$ cat src/rtl/pin_mux_pkg.sv
// Shared constants and carrier types for the port interrupt and pin multiplexer.
`default_nettype none
package pin_mux_pkg;
  // Number of port pins.
  localparam int PIN_COUNT = 8;
  // Pin positions of the special functions.
  localparam int PIN_TDO = 0;
  localparam int PIN_TMS = 1;
  localparam int PIN_TDI = 2;
  localparam int PIN_TCK = 3;
  localparam int PIN_ADC_START = 4;
  localparam int PIN_DAC_LOAD = 5;
  localparam int PIN_TIMER0 = 6;
  localparam int PIN_TIMER1 = 7;
  // Source select codes that hand a pin to the ADC or the DAC.
  localparam logic [2:0] ADC_SEL_PIN_A = 3'h4;
  localparam logic [2:0] ADC_SEL_PIN_B = 3'h5;
  localparam logic [2:0] DAC_SEL_PIN_A = 3'h0;
  localparam logic [2:0] DAC_SEL_PIN_B = 3'h4;
  localparam logic [2:0] DAC_SEL_PIN_C = 3'h5;
  // Capture/compare function codes.
  localparam logic [1:0] CCF_NONE = 2'h0;
  localparam logic [1:0] CCF_CAPTURE = 2'h3;
  // Reset values.
  localparam logic JTAG_ENABLE_RESET = 1'b1;
  localparam logic [7:0] FLAG_RESET = 8'h00;
  localparam logic [7:0] PIN_OUT_RESET = 8'h00;
  localparam logic [7:0] PIN_OE_N_RESET = 8'hFE;
  localparam logic [7:0] PIN_PULLUP_RESET = 8'hFE;
  // Depth of the pin synchroniser.
  localparam int SYNC_STAGES = 2;

  // Per-pin drive mode, one-hot.
  typedef enum logic [2:0] {
    MODE_STANDARD = 3'b001,
    MODE_SPECIAL_OUT = 3'b010,
    MODE_SPECIAL_IN = 3'b100
  } pin_mode_e;

  // Settings of the neighbouring blocks that claim pins.
  typedef struct packed {
    logic [2:0] adc_start_source_sel;
    logic [2:0] dac_load_source_sel;
    logic timer_output_enable;
    logic counter_timer_select;
    logic [1:0] capture_compare_function;
    logic gate_enable;
    logic capture_reload_select;
  } special_cfg_s;

  // Global interrupt gating and power mode.
  typedef struct packed {
    logic module0_int_mask;
    logic global_int_enable;
    logic power_mgmt_mode_enable;
  } int_ctrl_s;
endpackage : pin_mux_pkg
`default_nettype wire

$ cat src/rtl/port_ext_interrupt_and_pin_mux.sv
// Port external interrupt detection and special function pin multiplexer.
// Summary of operation
// - Each pin has enable, flag, edge select.
// - Edge select picks rising or falling detection.
// - Select 0 rising edge, 1 falling edge.
// - Valid selected edge sets the pin flag.
// - Request needs flag, enable, mask, global enable.
// - Enable 1 detects edges, 0 disables.
// - Valid edge triggers clock switchback in power mode.
// - Reset disables special functions except JTAG.
// - Special function overrides direction and output.
// - Interrupt inputs leave pin drive unchanged.
// - Direction 1 drives output value, 0 input.
// - Pin 0 drives TDO, output after reset.
// - Pins 1-3 are JTAG inputs with pullup.
// - Interrupt n is pin n, per enable.
// - Pin 4 starts ADC for select 100/101.
// - Pin 5 loads DAC for 000/100/101.
// - Pins 6,7 drive timer outputs when enabled.
// - Pins 6,7 count in counter mode.
// - Pins 6,7 gate timers when gating selected.
// - Pins 4-7 reset as pullup inputs.
`default_nettype none
module port_ext_interrupt_and_pin_mux (
  // Clock and reset.
  input wire logic CLOCK_I,
  input wire logic RST_N_I,
  // Port pins: output enable is low while the pin is driven.
  input wire logic [pin_mux_pkg::PIN_COUNT-1:0] PIN_I,
  output logic [pin_mux_pkg::PIN_COUNT-1:0] PIN_OUT_O,
  output logic [pin_mux_pkg::PIN_COUNT-1:0] PIN_OE_N_O,
  output logic [pin_mux_pkg::PIN_COUNT-1:0] PIN_PULLUP_O,
  output logic [pin_mux_pkg::PIN_COUNT-1:0] PIN_IN_O,
  // Standard port settings.
  input wire logic [pin_mux_pkg::PIN_COUNT-1:0] PORT_DIRECTION_I,
  input wire logic [pin_mux_pkg::PIN_COUNT-1:0] PORT_OUTPUT_I,
  // External interrupt settings and status.
  input wire logic [pin_mux_pkg::PIN_COUNT-1:0] EXT_INT_ENABLE_I,
  input wire logic [pin_mux_pkg::PIN_COUNT-1:0] EXT_INT_EDGE_SELECT_I,
  input wire logic [pin_mux_pkg::PIN_COUNT-1:0] EXT_INT_FLAG_CLEAR_I,
  input wire pin_mux_pkg::int_ctrl_s INT_CTRL_I,
  output logic [pin_mux_pkg::PIN_COUNT-1:0] EXT_INT_FLAG_O,
  output logic INT_REQ_O,
  output logic SWITCHBACK_O,
  // JTAG port enable and signals.
  input wire logic JTAG_ENABLE_WRITE_I,
  input wire logic JTAG_ENABLE_DATA_I,
  output logic JTAG_ENABLE_O,
  input wire logic JTAG_TDO_I,
  output logic JTAG_TMS_O,
  output logic JTAG_TDI_O,
  output logic JTAG_TCK_O,
  // Neighbouring block settings and pin functions.
  input wire pin_mux_pkg::special_cfg_s SPECIAL_CFG_I,
  input wire logic [1:0] TIMER_OUT_I,
  output logic ADC_CONVERT_START_O,
  output logic DAC_LOAD_O,
  output logic [1:0] TIMER_COUNT_IN_O,
  output logic [1:0] TIMER_GATE_IN_O
);
  import pin_mux_pkg::*;

  // Synchronised pin levels and edge pulses.
  logic [PIN_COUNT-1:0] level_w;
  logic [PIN_COUNT-1:0] rise_w;
  logic [PIN_COUNT-1:0] fall_w;
  // Interrupt state.
  logic [PIN_COUNT-1:0] flag_q;
  logic [PIN_COUNT-1:0] flag_d;
  logic [PIN_COUNT-1:0] edge_hit;
  logic irq_q;
  logic irq_d;
  logic switchback_q;
  logic switchback_d;
  // JTAG port enable, set at reset.
  logic jtag_enable_q;
  logic jtag_enable_d;
  // Special function claims per pin.
  logic adc_active;
  logic dac_active;
  logic timer_count_active;
  logic timer_gate_active;
  logic [PIN_COUNT-1:0] spec_out_en;
  logic [PIN_COUNT-1:0] spec_out_val;
  logic [PIN_COUNT-1:0] spec_in_en;
  pin_mode_e pin_mode [PIN_COUNT];
  // Pin drive next values and registers.
  logic [PIN_COUNT-1:0] pin_out_d;
  logic [PIN_COUNT-1:0] pin_oe_n_d;
  logic [PIN_COUNT-1:0] pin_pullup_d;
  logic [PIN_COUNT-1:0] pin_out_q;
  logic [PIN_COUNT-1:0] pin_oe_n_q;
  logic [PIN_COUNT-1:0] pin_pullup_q;
  logic [PIN_COUNT-1:0] pin_in_q;
  // Function input registers.
  logic tms_q;
  logic tdi_q;
  logic tck_q;
  logic adc_start_q;
  logic dac_load_q;
  logic [1:0] count_in_q;
  logic [1:0] gate_in_q;
  logic tms_d;
  logic tdi_d;
  logic tck_d;
  logic adc_start_d;
  logic dac_load_d;
  logic [1:0] count_in_d;
  logic [1:0] gate_in_d;

  // Every pin is synchronised before any edge is judged.
  pin_input_sync #(
    .WIDTH(PIN_COUNT)
  ) u_pin_sync (
    .clk_i(CLOCK_I),
    .rst_n_i(RST_N_I),
    .pin_i(PIN_I),
    .level_o(level_w),
    .rise_o(rise_w),
    .fall_o(fall_w)
  );

  // Interrupt detection: pin n feeds interrupt n, all eight alike.
  always_comb begin
    // Select 0 takes rising edges, 1 falling edges; disabled pins are ignored.
    edge_hit = EXT_INT_ENABLE_I & ((EXT_INT_EDGE_SELECT_I & fall_w) |
               (~EXT_INT_EDGE_SELECT_I & rise_w));
    // A new edge wins over a clear in the same cycle, so no event is lost.
    flag_d = (flag_q & ~EXT_INT_FLAG_CLEAR_I) | edge_hit;
    // Flagged and enabled pins request only when both global gates are open.
    irq_d = (|(flag_q & EXT_INT_ENABLE_I)) & INT_CTRL_I.module0_int_mask &
            INT_CTRL_I.global_int_enable;
    // Any valid edge in power management mode asks the clock control to leave the slow rate.
    switchback_d = (|edge_hit) & INT_CTRL_I.power_mgmt_mode_enable;
  end

  // JTAG port enable is the one special function alive after reset.
  always_comb begin
    jtag_enable_d = JTAG_ENABLE_WRITE_I ? JTAG_ENABLE_DATA_I : jtag_enable_q;
  end

  // Which neighbouring functions own their pins right now.
  always_comb begin
    adc_active = (SPECIAL_CFG_I.adc_start_source_sel == ADC_SEL_PIN_A) ||
                 (SPECIAL_CFG_I.adc_start_source_sel == ADC_SEL_PIN_B);
    dac_active = (SPECIAL_CFG_I.dac_load_source_sel == DAC_SEL_PIN_A) ||
                 (SPECIAL_CFG_I.dac_load_source_sel == DAC_SEL_PIN_B) ||
                 (SPECIAL_CFG_I.dac_load_source_sel == DAC_SEL_PIN_C);
    timer_count_active = SPECIAL_CFG_I.counter_timer_select &&
                         (SPECIAL_CFG_I.capture_compare_function != CCF_NONE) &&
                         !SPECIAL_CFG_I.timer_output_enable;
    timer_gate_active = (SPECIAL_CFG_I.gate_enable ||
                         ((SPECIAL_CFG_I.capture_compare_function == CCF_CAPTURE) &&
                          SPECIAL_CFG_I.capture_reload_select)) &&
                        !SPECIAL_CFG_I.timer_output_enable &&
                        !SPECIAL_CFG_I.counter_timer_select;
    // Output claims: TDO on pin 0, timer outputs on pins 6 and 7.
    spec_out_en = '0;
    spec_out_val = '0;
    spec_out_en[PIN_TDO] = jtag_enable_q;
    spec_out_val[PIN_TDO] = JTAG_TDO_I;
    spec_out_en[PIN_TIMER0] = SPECIAL_CFG_I.timer_output_enable;
    spec_out_en[PIN_TIMER1] = SPECIAL_CFG_I.timer_output_enable;
    spec_out_val[PIN_TIMER0] = TIMER_OUT_I[0];
    spec_out_val[PIN_TIMER1] = TIMER_OUT_I[1];
    // Input claims hold the pin as a pulled-up input.
    spec_in_en = '0;
    spec_in_en[PIN_TMS] = jtag_enable_q;
    spec_in_en[PIN_TDI] = jtag_enable_q;
    spec_in_en[PIN_TCK] = jtag_enable_q;
    spec_in_en[PIN_ADC_START] = adc_active;
    spec_in_en[PIN_DAC_LOAD] = dac_active;
    spec_in_en[PIN_TIMER0] = timer_count_active || timer_gate_active;
    spec_in_en[PIN_TIMER1] = timer_count_active || timer_gate_active;
  end

  // Per-pin drive; interrupt inputs never appear here, so they leave the pin alone.
  generate
    for (genvar i = 0; i < PIN_COUNT; i++) begin : g_pin
      // Output claims outrank input claims on the same pin.
      assign pin_mode[i] = spec_out_en[i] ? MODE_SPECIAL_OUT :
                           spec_in_en[i] ? MODE_SPECIAL_IN : MODE_STANDARD;
      // Standard mode: direction 1 drives the output bit, 0 makes it an input, pulled up only when the output bit is 1.
      assign pin_out_d[i] = (pin_mode[i] == MODE_SPECIAL_OUT) ? spec_out_val[i] :
                            (pin_mode[i] == MODE_STANDARD) ? PORT_OUTPUT_I[i] :
                            1'b0;
      assign pin_oe_n_d[i] = (pin_mode[i] == MODE_SPECIAL_OUT) ? 1'b0 :
                             (pin_mode[i] == MODE_STANDARD) ? ~PORT_DIRECTION_I[i] :
                             1'b1;
      // The pullup follows the output bit on standard inputs and is on for claimed inputs.
      assign pin_pullup_d[i] = (pin_mode[i] == MODE_SPECIAL_IN) ? 1'b1 :
                               (pin_mode[i] == MODE_STANDARD) ?
                               (~PORT_DIRECTION_I[i] & PORT_OUTPUT_I[i]) : 1'b0;
    end
  endgenerate

  // Inputs handed to the neighbours; idle values when not claimed.
  always_comb begin
    tms_d = jtag_enable_q ? level_w[PIN_TMS] : 1'b1;
    tdi_d = jtag_enable_q ? level_w[PIN_TDI] : 1'b1;
    tck_d = jtag_enable_q ? level_w[PIN_TCK] : 1'b0;
    adc_start_d = adc_active & level_w[PIN_ADC_START];
    dac_load_d = dac_active & level_w[PIN_DAC_LOAD];
    count_in_d = {2{timer_count_active}} & level_w[PIN_TIMER1:PIN_TIMER0];
    gate_in_d = {2{timer_gate_active}} & level_w[PIN_TIMER1:PIN_TIMER0];
  end

  // All state registers; reset leaves JTAG live and pins 1 to 7 pulled-up inputs.
  always_ff @(posedge CLOCK_I or negedge RST_N_I) begin
    if (!RST_N_I) begin
      flag_q <= FLAG_RESET;
      irq_q <= 1'b0;
      switchback_q <= 1'b0;
      jtag_enable_q <= JTAG_ENABLE_RESET;
      pin_out_q <= PIN_OUT_RESET;
      pin_oe_n_q <= PIN_OE_N_RESET;
      pin_pullup_q <= PIN_PULLUP_RESET;
      pin_in_q <= '1;
      tms_q <= 1'b1;
      tdi_q <= 1'b1;
      tck_q <= 1'b0;
      adc_start_q <= 1'b0;
      dac_load_q <= 1'b0;
      count_in_q <= 2'h0;
      gate_in_q <= 2'h0;
    end else begin
      flag_q <= flag_d;
      irq_q <= irq_d;
      switchback_q <= switchback_d;
      jtag_enable_q <= jtag_enable_d;
      pin_out_q <= pin_out_d;
      pin_oe_n_q <= pin_oe_n_d;
      pin_pullup_q <= pin_pullup_d;
      pin_in_q <= level_w;
      tms_q <= tms_d;
      tdi_q <= tdi_d;
      tck_q <= tck_d;
      adc_start_q <= adc_start_d;
      dac_load_q <= dac_load_d;
      count_in_q <= count_in_d;
      gate_in_q <= gate_in_d;
    end
  end

  // Every output comes straight from a register.
  assign PIN_OUT_O = pin_out_q;
  assign PIN_OE_N_O = pin_oe_n_q;
  assign PIN_PULLUP_O = pin_pullup_q;
  assign PIN_IN_O = pin_in_q;
  assign EXT_INT_FLAG_O = flag_q;
  assign INT_REQ_O = irq_q;
  assign SWITCHBACK_O = switchback_q;
  assign JTAG_ENABLE_O = jtag_enable_q;
  assign JTAG_TMS_O = tms_q;
  assign JTAG_TDI_O = tdi_q;
  assign JTAG_TCK_O = tck_q;
  assign ADC_CONVERT_START_O = adc_start_q;
  assign DAC_LOAD_O = dac_load_q;
  assign TIMER_COUNT_IN_O = count_in_q;
  assign TIMER_GATE_IN_O = gate_in_q;
endmodule : port_ext_interrupt_and_pin_mux
`default_nettype wire

$ cat src/rtl/pin_input_sync.sv
// Two-stage pin synchroniser with registered edge pulses.
`default_nettype none
module pin_input_sync #(
  parameter int WIDTH = 8
) (
  // Clock and reset.
  input wire logic clk_i,
  input wire logic rst_n_i,
  // Raw pins and conditioned results.
  input wire logic [WIDTH-1:0] pin_i,
  output logic [WIDTH-1:0] level_o,
  output logic [WIDTH-1:0] rise_o,
  output logic [WIDTH-1:0] fall_o
);
  // The first stage may go metastable; only the second stage reads it.
  logic [WIDTH-1:0] meta_q;
  logic [WIDTH-1:0] stable_q;
  logic [WIDTH-1:0] prev_q;
  logic [WIDTH-1:0] rise_q;
  logic [WIDTH-1:0] fall_q;
  logic [WIDTH-1:0] rise_d;
  logic [WIDTH-1:0] fall_d;

  // A zero-width chain cannot be built, so it is refused while elaborating.
  if (WIDTH < 1) begin : g_width_check
    $error("pin_input_sync needs at least one pin.");
  end

  // Edges are judged on the clean second stage only.
  always_comb begin
    rise_d = stable_q & ~prev_q;
    fall_d = ~stable_q & prev_q;
  end

  // Pins idle high through the weak pullups, so the chain resets high.
  always_ff @(posedge clk_i or negedge rst_n_i) begin
    if (!rst_n_i) begin
      meta_q <= '1;
      stable_q <= '1;
      prev_q <= '1;
      rise_q <= '0;
      fall_q <= '0;
    end else begin
      meta_q <= pin_i;
      stable_q <= meta_q;
      prev_q <= stable_q;
      rise_q <= rise_d;
      fall_q <= fall_d;
    end
  end

  assign level_o = stable_q;
  assign rise_o = rise_q;
  assign fall_o = fall_q;
endmodule : pin_input_sync
`default_nettype wire

$ cat config.mk
export PLATFORM = sky130hd
export DESIGN_NAME = port_ext_interrupt_and_pin_mux
export DESIGN_NICKNAME = d
export VERILOG_FILES = /design/src/rtl/pin_mux_pkg.sv /design/src/rtl/port_ext_interrupt_and_pin_mux.sv /design/src/rtl/pin_input_sync.sv
export SDC_FILE = /design/constraint.sdc
export NUM_CORES = 1
export LEC_CHECK = 0
export BUFFER_PORTS_ARGS = -buffer_cell sky130_fd_sc_hd__clkbuf_2
export CELL_PAD_IN_SITES_DETAIL_PLACEMENT = 1
export CELL_PAD_IN_SITES_GLOBAL_PLACEMENT = 1
export CORE_ASPECT_RATIO = 0.7
export CORE_MARGIN = 2
export CORE_UTILIZATION = 25
export CTS_CLUSTER_DIAMETER = 60
export CTS_CLUSTER_SIZE = 8
export DETAILED_ROUTE_END_ITERATION = 8
export GPL_ROUTABILITY_DRIVEN = 0
export PLACE_DENSITY_LB_ADDON = 0.1
export SYNTH_ARGS = -nofsm -noshare
export SYNTH_HDL_FRONTEND = slang
export SYNTH_SLANG_ARGS = --single-unit
$ cat constraint.sdc
create_clock -name CLOCK_I -period 1 [get_ports CLOCK_I]
set_input_delay 0 -clock CLOCK_I [delete_from_list [all_inputs] [get_ports CLOCK_I]]
set_output_delay 0 -clock CLOCK_I [all_outputs]
set_load 0.02 [all_outputs]
==> results.py <==
metrics = {
    "timing": {
        "rsz0062_at_grt": "yes",
        "final_hold_viol_count": 1,
        "relSlewSlack": 0.7648,
        "layout_setup_ws_ns": -0.1383,
        "setup_viol": 5,
        "finalSetupTns_ns": -0.3243,
        "max_freq_mhz": 878.5,
        "hold_ws_ns": -0.008792,
        "timing.final.crit_share": 1.138,
        "tightest_slew_ns": 0.3528,
        "clock_skew_ns": 0.005188,
        "fin_crit_ns": 1.138,
        "final-max-slew-violation-count": 0,
    },
    "drt": {
        "drt_pass1_iterations": 4,
        "antenna_left": 0,
        "wl_per_cell_um": 14.14,
        "routed_wl_um": 7930,
        "drt_iter0_drc": 41,
        "avgViaCountPerCell": 3.996,
        "post-route-drc-count": 0,
        "vias": 2242,
    },
    "critical_path": {
        "crit_path_end": "SWITCHBACK_O",
        "r2r_start": "u_pin_sync.rise_o[0]",
        "start_kind": "flip-flop",
        "cp_max_fo": 2,
        "path_class": "reg2reg",
        "cp_data_arrival_time_ns": 1.34,
        "regToRegSetupSlack_ns": -0.14,
        "r2r-end": "SWITCHBACK_O",
        "end_kind": "flip-flop",
        "r2r_cells": 3,
        "cp.required_ns": 1.20,
        "crit_start": "u_pin_sync.rise_o[0]",
    },
    "floorplan": {
        "die_y_um": 93.57,
        "die-area_sq_mm": 0.01235,
        "core.rowCount": 32,
        "die-width_um": 132.0,
        "io_pins": 122,
        "coreArea_sq_mm": 0.01109,
        "start_util": 0.2583,
    },
    "global_route": {
        "grt_pass1_wl_um": 12730,
        "grt_overflow": 0,
        "antenna_found_initial": 0,
        "grt_pass1_vias": 2496,
        "grt_max_degree": 29,
        "gr-usage-all-layers": 0.1374,
    },
    "clock_network": {
        "insertion_delay_ns": 0.33,
        "cts_htree_levels": 3,
        "path_clk_slew_ns": 0.06,
        "cts_root_buf": "clkbuf_16",
        "cts_tree": "done",
        "cts.sinks": 84,
        "clock_path_buffers": 2,
        "cts-buffers-inserted": 9,
    },
    "final_layout": {
        "final_common_cell": "clkbuf_2",
        "finalNetCount": 473,
        "syn_to_final_growth_pct": 78.03,
        "design_area_sq_mm": 0.005101,
        "fin_cells": 561,
        "fill_cells": 1182,
        "seqCellArea_sq_mm": 0.002153,
        "drive_gt1_frac": 0.5294,
        "multi_input_comb_area_sq_um": 700.7,
        "layout_common_cells": "clkbuf_2, dlygate4sd3_1, dfrtp_1, dfstp_2, buf_8",
        "utilization": 0.4600,
        "n_antenna_cell": 0,
    },
    "yosys": {
        "syn_nets": 270,
        "synthSimpleGateAreaFrac": 0.1083,
        "syn_area_sq_mm": 0.002865,
        "synthDominantCellAreaShare": 0.3760,
        "synth-warning-count": 0,
        "syn_inst": 200,
        "synth_xor_area_frac": 0,
        "synth_compound_area_frac": 0.07817,
        "yosys_register_bits": 84,
        "synthMuxAreaShare": 0.03930,
        "synth_top_family_by_area": "simple AND/OR/NAND/NOR gates",
        "synth_top_area_cell": "dfstp_2",
        "synthAdderAreaFrac": 0,
        "ys_seq_area_frac": 0.7515,
        "synthTopCellsByArea": "dfstp_2, dfrtp_1, nor2b_1",
        "postSynthAreaPerCell_sq_um": 14.33,
        "synth.distinct_cells": 21,
    },
    "status": {
        "violations": "negative hold slack, negative setup slack",
        "status": "complete, but fails checks",
    },
    "power_and_ir_drop": {
        "p_per_area_mw_per_mm2": 1795,
        "p_total_mw": 9.156,
        "ir_drop_mv": 0.7862,
        "power_leakage_nw": 2.439,
    },
    "hold_path": {
        "min_path_type": "in2reg",
    },
    "flow_run": {
        "maxCapViolCount": 0,
    },
    "placement": {
        "dp.final_hpwl_um": 5615,
        "dp_slack_ns": -0.2184,
        "place_area_sq_mm": 0.003751,
        "place_inst": 481,
        "io_buffers": 120,
    },
}
==> what timing repair did <==
action,4_1_cts,5_1_grt
resized for setup,66,35
pin swaps,0,1
setup buffers,9,2
hold endpoints to repair,129,3
setup endpoints to repair,30,36
gates cloned,0,1
hold buffers,56,1
==> metal layers <==
metal | global-route usage | vias up | share of wire
li1 | - | 1066 | -
met1 | 0.1684 | 1091 | 0.43
met2 | 0.2170 | 73 | 0.48
met3 | 0.05799 | 12 | 0.071
met4 | 0.05163 | 0 | 0.016
met5 | 0 | - | 0
==> power by group <==
group | total (mW) | leakage [nW] | switching, mW | internal [mW]
clock | 3.97 | 0.174 | 1.28 | 2.69
combinational | 1.35 | 1.28 | 0.604 | 0.749
sequential | 3.83 | 0.988 | 0.128 | 3.70
total | 9.16 | 2.44 | 2.01 | 7.14
==> flip-flops by register name, indices dropped and copies added, names as in the netlist, 2 cells and up <==
signal,count
EXT_INT_FLAG_O,8
PIN_OE_N_O,8
PIN_OUT_O,8
PIN_PULLUP_O,8
TIMER_COUNT_IN_O,2
TIMER_GATE_IN_O,2
u_pin_sync.fall_o,8
u_pin_sync.level_o,8
u_pin_sync.meta_q,8
u_pin_sync.prev_q,8
u_pin_sync.rise_o,8
==> synth_stat cells <==
| master | number |
|---|---|
| dfstp_2 | 41 |
| a22oi_1 | 9 |
| nand2_1 | 13 |
| and3_1 | 4 |
| buf_2 | 1 |
| inv_1 | 16 |
| or2_1 | 1 |
| nor2b_1 | 19 |
| and2_1 | 4 |
| mux2_2 | 10 |
| nor2_1 | 5 |
| dfrtp_1 | 43 |
| o21ai_0 | 10 |
| a41oi_1 | 2 |
| o21ai_1 | 2 |
| o31ai_2 | 2 |
| a31o_2 | 1 |
| and2_4 | 2 |
| nand2b_1 | 8 |
| a21o_1 | 4 |
| a21oi_1 | 3 |
==> cells by family after synthesis <==
logic type / after synthesis
muxes: 10
AOI/OAI and AO/OA: 33
and+or+nand+nor: 56
DFF: 84
buffers and inverters: 17
==> area by class of cell <==
cell class              instances  area share
clock inverters                 5     0.02453
multi-input cells              99      0.1374
flip-flops and latches         84      0.4221
repair buffers                193      0.3211
inverters                      16     0.01177
well taps                     153     0.03753
clock buffers                  11     0.04562
==> worst min-delay path by stage <==
stage / from / to / slack (ns) / cells past startpoint
after floorplan: RST_N_I / ADC_CONVERT_START_O / -0.30 / 0
final: SPECIAL_CFG_I[8] / PIN_OE_N_O[5] / -0.009 / 4
after CTS: SPECIAL_CFG_I[5] / PIN_PULLUP_O[6] / 0.003 / 3
after global routing: SPECIAL_CFG_I[8] / PIN_OE_N_O[5] / 0.03 / 4
after detailed placement: RST_N_I / u_pin_sync.fall_o[5] / -0.13 / 1
after global placement: RST_N_I / u_pin_sync.fall_o[5] / -0.12 / 1
==> critical path, stage by stage (launching register included) <==
cell     delay (ns)
dfrtp_1        0.37
mux2_4         0.28
a22oi_2        0.22
a41oi_2        0.14
Power figures use the tool's default switching activity.
